$ cat src/design/porst_defines.svh
// Constants for the power-on and brown-out reset sequencer.
`ifndef PORST_DEFINES_SVH
`define PORST_DEFINES_SVH

// ***************************************************************
// Clock and delays
// ***************************************************************
`define PORST_CLOCK_HZ        10000000
`define PORST_POR_SETTLE_US   30
`define PORST_BOR_SETTLE_US   100
`define PORST_TIMER_MAX_MS    128
`define PORST_TIMER_STEP_MS   2
`define PORST_TIMER_STEP_CYC  20000

// ***************************************************************
// Fields
// ***************************************************************
`define PORST_SEL_W           3
`define PORST_SEL_SETTINGS    8
`define PORST_CAUSE_W         2
`define PORST_CAUSE_POR_BIT   0
`define PORST_CAUSE_BOR_BIT   1
`define PORST_CAUSE_RESET     2'h1
`define PORST_SYNC_POK_BIT    0
`define PORST_SYNC_BLO_BIT    1
`define PORST_SYNC_RESET      2'h2

`endif

$ cat src/design/porst_pkg.sv
// Types for the power-on and brown-out reset sequencer.
package porst_pkg;

    typedef enum logic [5:0] {
        PORST_WAIT_POR   = 6'h01,
        PORST_POR_SETTLE = 6'h02,
        PORST_BOR_HOLD   = 6'h04,
        PORST_BOR_SETTLE = 6'h08,
        PORST_TIMER      = 6'h10,
        PORST_RUN        = 6'h20
    } porst_state_t;

endpackage

$ cat src/design/porst_top.sv
// Reset sequencer that releases system reset after supply checks and delays.
`include "porst_defines.svh"

module porst_top #(
    parameter int CNT_W            = 21,
    parameter int TIMER_STEP_CYCLES = `PORST_TIMER_STEP_CYC
) (
    input  wire logic                      i_clock,
    input  wire logic                      i_rst_n,
    input  wire logic                      i_poweron_ok,
    input  wire logic                      i_brownout_low,
    input  wire logic [`PORST_SEL_W-1:0]   i_powerup_delay_select,
    input  wire logic [`PORST_CAUSE_W-1:0] i_clear_cause,
    output logic                           o_system_reset_out,
    output logic                           o_powerup_timer_active,
    output logic [`PORST_CAUSE_W-1:0]      o_reset_cause_register
);

    // ***************************************************************
    // Derived cycle counts
    // ***************************************************************

    // Both settle delays are maxima, so integer division rounds down.
    localparam int CYC_PER_US  = `PORST_CLOCK_HZ / 1000000;
    localparam int POR_CYC_RAW = `PORST_POR_SETTLE_US * CYC_PER_US;
    localparam int BOR_CYC_RAW = `PORST_BOR_SETTLE_US * CYC_PER_US;
    localparam int POR_CYC     = (POR_CYC_RAW < 1) ? 1 : POR_CYC_RAW;
    localparam int BOR_CYC     = (BOR_CYC_RAW < 1) ? 1 : BOR_CYC_RAW;
    localparam int TIMER_TOP   = TIMER_STEP_CYCLES * (`PORST_TIMER_MAX_MS / `PORST_TIMER_STEP_MS);

    localparam logic [CNT_W-1:0] POR_LOAD = CNT_W'(POR_CYC - 1);
    localparam logic [CNT_W-1:0] BOR_LOAD = CNT_W'(BOR_CYC - 1);
    localparam logic [CNT_W-1:0] CNT_ONE  = CNT_W'(1);

    // ***************************************************************
    // Parameter checks
    // ***************************************************************

    generate
        if (TIMER_STEP_CYCLES < 1) begin : g_bad_step
            $error("Power-up timer step must be at least one cycle.");
        end
        if (TIMER_TOP >= (2 ** CNT_W) || BOR_CYC >= (2 ** CNT_W)) begin : g_bad_width
            $error("Counter width too small for the longest delay.");
        end
    endgenerate

    // ***************************************************************
    // Power-up timer settings
    // ***************************************************************

    // Setting zero skips the timer; setting one is one step, and each setting after it doubles it.
    logic [CNT_W-1:0] timer_table [`PORST_SEL_SETTINGS];

    genvar g;
    generate
        for (g = 0; g < `PORST_SEL_SETTINGS; g++) begin : g_timer
            if (g == 0) begin : g_zero
                assign timer_table[g] = '0;
            end else begin : g_step
                assign timer_table[g] = CNT_W'(TIMER_STEP_CYCLES * (2 ** (g - 1)));
            end
        end
    endgenerate

    logic [CNT_W-1:0] timer_len;

    assign timer_len = timer_table[i_powerup_delay_select];

    // ***************************************************************
    // Comparator synchronisers
    // ***************************************************************

    logic [1:0] sync1_reg;
    logic [1:0] sync2_reg;
    logic       poweron_ok;
    logic       brownout_low;

    always_ff @(posedge i_clock) begin
        if (!i_rst_n) begin
            sync1_reg <= `PORST_SYNC_RESET;
            sync2_reg <= `PORST_SYNC_RESET;
        end else begin
            sync1_reg <= {i_brownout_low, i_poweron_ok};
            sync2_reg <= sync1_reg;
        end
    end

    assign poweron_ok   = sync2_reg[`PORST_SYNC_POK_BIT];
    assign brownout_low = sync2_reg[`PORST_SYNC_BLO_BIT];

    // ***************************************************************
    // Sequencer state machine
    // ***************************************************************

    porst_pkg::porst_state_t state_reg;
    porst_pkg::porst_state_t state_next;
    logic [CNT_W-1:0]        cnt_reg;
    logic [CNT_W-1:0]        cnt_next;
    logic                    cnt_done;

    assign cnt_done = (cnt_reg == '0);

    always_comb begin
        state_next = state_reg;
        cnt_next   = cnt_reg;
        if (!poweron_ok) begin
            state_next = porst_pkg::PORST_WAIT_POR;
            cnt_next   = '0;
        end else begin
            case (state_reg)
                porst_pkg::PORST_WAIT_POR: begin
                    state_next = porst_pkg::PORST_POR_SETTLE;
                    cnt_next   = POR_LOAD;
                end
                porst_pkg::PORST_POR_SETTLE: begin
                    if (!cnt_done) begin
                        cnt_next = cnt_reg - CNT_ONE;
                    end else if (brownout_low) begin
                        state_next = porst_pkg::PORST_BOR_HOLD;
                    end else begin
                        state_next = porst_pkg::PORST_BOR_SETTLE;
                        cnt_next   = BOR_LOAD;
                    end
                end
                porst_pkg::PORST_BOR_HOLD: begin
                    if (!brownout_low) begin
                        state_next = porst_pkg::PORST_BOR_SETTLE;
                        cnt_next   = BOR_LOAD;
                    end
                end
                porst_pkg::PORST_BOR_SETTLE: begin
                    if (brownout_low) begin
                        state_next = porst_pkg::PORST_BOR_HOLD;
                    end else if (!cnt_done) begin
                        cnt_next = cnt_reg - CNT_ONE;
                    end else if (timer_len == '0) begin
                        state_next = porst_pkg::PORST_RUN;
                    end else begin
                        state_next = porst_pkg::PORST_TIMER;
                        cnt_next   = timer_len - CNT_ONE;
                    end
                end
                porst_pkg::PORST_TIMER: begin
                    if (brownout_low) begin
                        state_next = porst_pkg::PORST_BOR_HOLD;
                    end else if (!cnt_done) begin
                        cnt_next = cnt_reg - CNT_ONE;
                    end else begin
                        state_next = porst_pkg::PORST_RUN;
                    end
                end
                porst_pkg::PORST_RUN: begin
                    if (brownout_low) begin
                        state_next = porst_pkg::PORST_BOR_HOLD;
                    end
                end
                default: begin
                    state_next = porst_pkg::PORST_WAIT_POR;
                    cnt_next   = '0;
                end
            endcase
        end
    end

    always_ff @(posedge i_clock) begin
        if (!i_rst_n) begin
            state_reg <= porst_pkg::PORST_WAIT_POR;
            cnt_reg   <= '0;
        end else begin
            state_reg <= state_next;
            cnt_reg   <= cnt_next;
        end
    end

    // ***************************************************************
    // System reset output
    // ***************************************************************

    logic sys_reset_reg;
    logic timer_active_reg;

    always_ff @(posedge i_clock) begin
        if (!i_rst_n) begin
            sys_reset_reg    <= 1'b1;
            timer_active_reg <= 1'b0;
        end else begin
            sys_reset_reg    <= (state_next != porst_pkg::PORST_RUN);
            timer_active_reg <= (state_next == porst_pkg::PORST_TIMER);
        end
    end

    assign o_system_reset_out     = sys_reset_reg;
    assign o_powerup_timer_active = timer_active_reg;

    // ***************************************************************
    // Reset cause flags
    // ***************************************************************

    // A cause event in the same cycle as its clear leaves the flag set.
    logic [`PORST_CAUSE_W-1:0] cause_reg;
    logic [`PORST_CAUSE_W-1:0] cause_set;
    logic                      bor_event;

    // A supply collapse out of a running sequence is a brown-out as well.
    assign bor_event = brownout_low &&
                       ((state_reg == porst_pkg::PORST_BOR_SETTLE) ||
                        (state_reg == porst_pkg::PORST_TIMER) ||
                        (state_reg == porst_pkg::PORST_RUN) ||
                        ((state_next == porst_pkg::PORST_BOR_HOLD) &&
                         (state_reg != porst_pkg::PORST_BOR_HOLD)));

    always_comb begin
        cause_set                       = '0;
        cause_set[`PORST_CAUSE_POR_BIT] = (state_reg == porst_pkg::PORST_WAIT_POR);
        cause_set[`PORST_CAUSE_BOR_BIT] = bor_event;
    end

    always_ff @(posedge i_clock) begin
        if (!i_rst_n) begin
            cause_reg <= `PORST_CAUSE_RESET;
        end else begin
            cause_reg <= cause_set | (cause_reg & ~i_clear_cause);
        end
    end

    assign o_reset_cause_register = cause_reg;

endmodule

$ cat config.mk
export PLATFORM = sky130hd
export DESIGN_NAME = porst_top
export DESIGN_NICKNAME = d
export VERILOG_FILES = /design/src/design/porst_pkg.sv /design/src/design/porst_top.sv
export VERILOG_INCLUDE_DIRS = /design/src /design/src/design
export SDC_FILE = /design/constraint.sdc
export NUM_CORES = 1
export LEC_CHECK = 0
export ABC_CLOCK_PERIOD_IN_PS = 5500
export BUFFER_PORTS_ARGS = -buffer_cell sky130_fd_sc_hd__buf_2
export CAP_MARGIN = 0
export CORE_MARGIN = 3
export CORE_UTILIZATION = 47
export CTS_CLUSTER_DIAMETER = 60
export DETAILED_ROUTE_END_ITERATION = 7
export GPL_TIMING_DRIVEN = 0
export HOLD_SLACK_MARGIN = 0.15
export PLACE_DENSITY = 0.62
export SYNTH_ARGS = -nofsm -noshare
export SYNTH_HDL_FRONTEND = slang
export SYNTH_SLANG_ARGS = --single-unit
$ cat constraint.sdc
create_clock -name i_clock -period 5.5 [get_ports i_clock]
set_input_delay 1.1 -clock i_clock [delete_from_list [all_inputs] [get_ports i_clock]]
set_output_delay 1.1 -clock i_clock [all_outputs]
set_load 0.03 [all_outputs]
==> reports/results.tsv <==
metric	value	unit
run status	complete, no violations	
Post-synth top flop	dfxtp_1	
Critical Path AT	4420	ps
worst r2r src	cnt_reg[0]$_SDFFE_PN0P_	
Rows	27	
synthesized area per cell	7.45	um2
layout cell share with drive strength beyond 1	9.11	%
Post-Syn Area	2790	um2
area grow syn2layout	8.96	%
IO Count	13	
Initial Util	49.5	%
P_int	409	uW
family with the most delay on the worst path	buffers and inverters	
Final Cycle Share	76.5	%
CP cell instances	buf_2 > clkbuf_1 > inv_1 > ha_1 > clkbuf_1 > nand2_1 > ha_1 > nand4_1 > o41ai_1 > a31oi_1 > nor2b_1 > buf_2 > a31oi_1 > o22ai_1	
Clock Tree Buf Depth	2	
crit path kind	input pin to register	
Die ar.	6900	um2
Nets	417	
Leak	0.00111	uW
Netlist cell types	67	
via count	2963	
Final WS setup	1290	ps
Routed Antenna Nets	0	
crit path launch type	input pin	
clk sinks	35	
Slew Limit Fails	0	
Multi-input gate area	1960	um2
Reg power frac	45.0	%
Tightest Pin Transition	705	ps
Yosys Warn Count	0	
CP max stage delay	480	ps
max_slew headroom	52.8	%
RSZ-0062 raised after global routing	no	
antenna violations before repair	0	
peak supply drop	0.105	mV
Hold Buf Count CTS	0	
Setup violations, final	0	
CTS tree	yes	
GRT Util Overall	24.8	%
Sw Share	29.0	%
Sequential cell area	701	um2
fmax	238	MHz
CTS root buf	clkbuf_8	
vias in the first global route	2782	
post-synthesis net count	398	
pin count of the biggest net entering global routing	13	
fin area	3040	um2
Clk pwr share	37.2	%
Crit. Startpoint	i_powerup_delay_select[1]	
Die H	83.1	um
# fillers	569	
crit-path max FO	10	
Remaining DRCs	0	
Via density	6.34	
Clock Skew	15.3	ps
Gate power share	17.8	%
post-DP HPWL	6220	um
EDFF count, synth	0	
DP Area	2940	um2
total power	575	uW
critical path's slowest cell	a31oi_1	
Synth Register Bits	35	
CTS Buf Count	5	
drt initial violations	349	
Synth Instances	375	
Worst Path Buf+Inv	5	
Hold Fails Final Rpt	0	
Switch Pwr	167	uW
hold wc startpoint	sync1_reg[1]$_SDFF_PN1_	
first-pass GRT wire length	14300	um
DIE WIDTH	83.1	um
n_diodes	0	
Tmin final	4210	ps
GRT Residual Overflow	0	
P per Cell Area	189	nW/um2
WP data required	5710	ps
clock latency on the worst-skew pair	300	ps
Setup WS pre-CTS	1100	ps
Post CTS Setup Buffer Count	0	
fin util	53.9	%
Buffers on Ports	12	
Setup crit end kind	register	
max reg flops	21	
Resized cells post-CTS	0	
Sum Neg Setup Slack	0	ps
worst hold path type	register to register	
sequential share of the synthesized area	25.1	%
H-tree level count	2	
max cap viols	0	
final WL	8570	um
Worst-path clk slew	90	ps
first drt pass iteration count	5	
Async S/R FF share, synth	0	%
gpl congestion	0.963	
core region area	5640	um2
WL per Instance	18.4	um
[synthesized netlist by cell type (all sizes together), types with 2 or more instances]
master	number	area (um2)
a211oi	6	45.0
a21o	2	15.0
a21oi	29	149
a22o	5	43.8
a22oi	4	30.0
a2bb2oi	2	17.5
a31oi	4	25.0
a32o	2	20.0
a32oi	3	26.3
and2	5	31.3
and3	2	12.5
and4	2	17.5
buf	3	20.0
clkbuf	17	63.8
dfxtp	35	701
ha	14	175
inv	13	48.8
nand2	24	90.1
nand2b	9	56.3
nand3	11	55.1
nand4	4	25.0
nor2	37	139
nor2b	5	31.3
nor3	22	115
nor3b	4	30.0
nor4	7	50.1
nor4b	2	17.5
o211ai	8	60.1
o21ai	27	135
o21bai	2	26.3
o22ai	12	75.1
o31ai	3	22.5
o32a	2	20.0
o41ai	2	25.0
or2	4	25.0
or3	10	67.6
or3b	2	17.5
or4	5	41.3
xnor2	8	70.1
xor2	3	26.3
[worst reg2reg max path, stage by stage, from the launching register on]
cell and delay [ps]:
dfxtp_1 350, inv_1 90, ha_1 180, or3b_2 480
nor4_2 470, a21oi_1 220, o21bai_4 270, buf_6 190
nor4_1 70, o41ai_2 250, o211ai_1 150
[cell families after synthesis]
kind of cell | after synthesis | share of synthesized area, %
buf+inv | 34 | 4.88
fa+ha+maj | 14 | 6.27
xor+xnor | 11 | 3.45
simple gates | 159 | 30.8
mux | 2 | 0.762
compound gates | 120 | 28.8
flops | 35 | 25.1
[area by class of cell]
class                   count  area share (%)
flip-flops and latches     35            23.0
repair buffers             12            1.97
inverters                  14            1.73
clock buffers               8            3.29
plain buffers              20            2.75
multi-input cells         306            64.3
well taps                  72            2.96
[stage by stage]
step                      hold WS (ps)  std cells
after CTS                          426        467
after floorplan                    386        375
after global placement             396        459
final                              421        467
after detailed placement           409        459
after global routing               443        467
[final timing paths]
| check | to | cells past startpoint | slack, ps |
|---|---|---|---|
| worst max register to register | cnt_reg[5]$_SDFFE_PN0P_ | 10 | 2650 |
| worst min register to register | sync2_reg[1]$_SDFF_PN1_ | 1 | 420 |
| worst min-delay path | sync2_reg[1]$_SDFF_PN1_ | 1 | 420 |
| worst max-delay path | cnt_reg[9]$_SDFFE_PN0P_ | 14 | 1290 |
[per-layer routing]
layer	GRT usage, %	up-vias	routed length (um)
li1	-	1450	-
met1	36.5	1399	4150
met2	38.3	105	3780
met3	3.57	9	531
met4	5.50	0	107
met5	0	-	0
[power by group through the flow]
stage / clock network, uW / logic (uW) / registers [uW]
2_1_floorplan: 0 / 73.0 / 264
3_3_place_gp: 0 / 99.5 / 265
3_5_place_dp: 0 / 99.6 / 265
4_1_cts: 216 / 100 / 259
5_1_grt: 225 / 113 / 259
6_report: 214 / 102 / 259
[placed cells by master, fill, tap and decap left out, types with 5 or more instances in the layout]
master / Yosys / final
or3_1: 9 / 9
o21ai_0: 18 / 18
nor4_1: 6 / 6
a21oi_1: 28 / 28
nor3_1: 21 / 21
clkbuf_8: 0 / 7
nor2b_1: 5 / 5
nand3_1: 11 / 11
a22o_1: 5 / 5
o21ai_1: 9 / 9
xnor2_1: 8 / 8
buf_2: 1 / 13
dfxtp_1: 35 / 35
nand2_1: 24 / 24
nor2_1: 37 / 37
o211ai_1: 8 / 8
ha_1: 14 / 14
o22ai_1: 12 / 12
clkbuf_1: 17 / 18
a211oi_1: 6 / 6
nand2b_1: 9 / 9
inv_1: 12 / 12
Note: power is estimated with default switching activity, not from simulation.
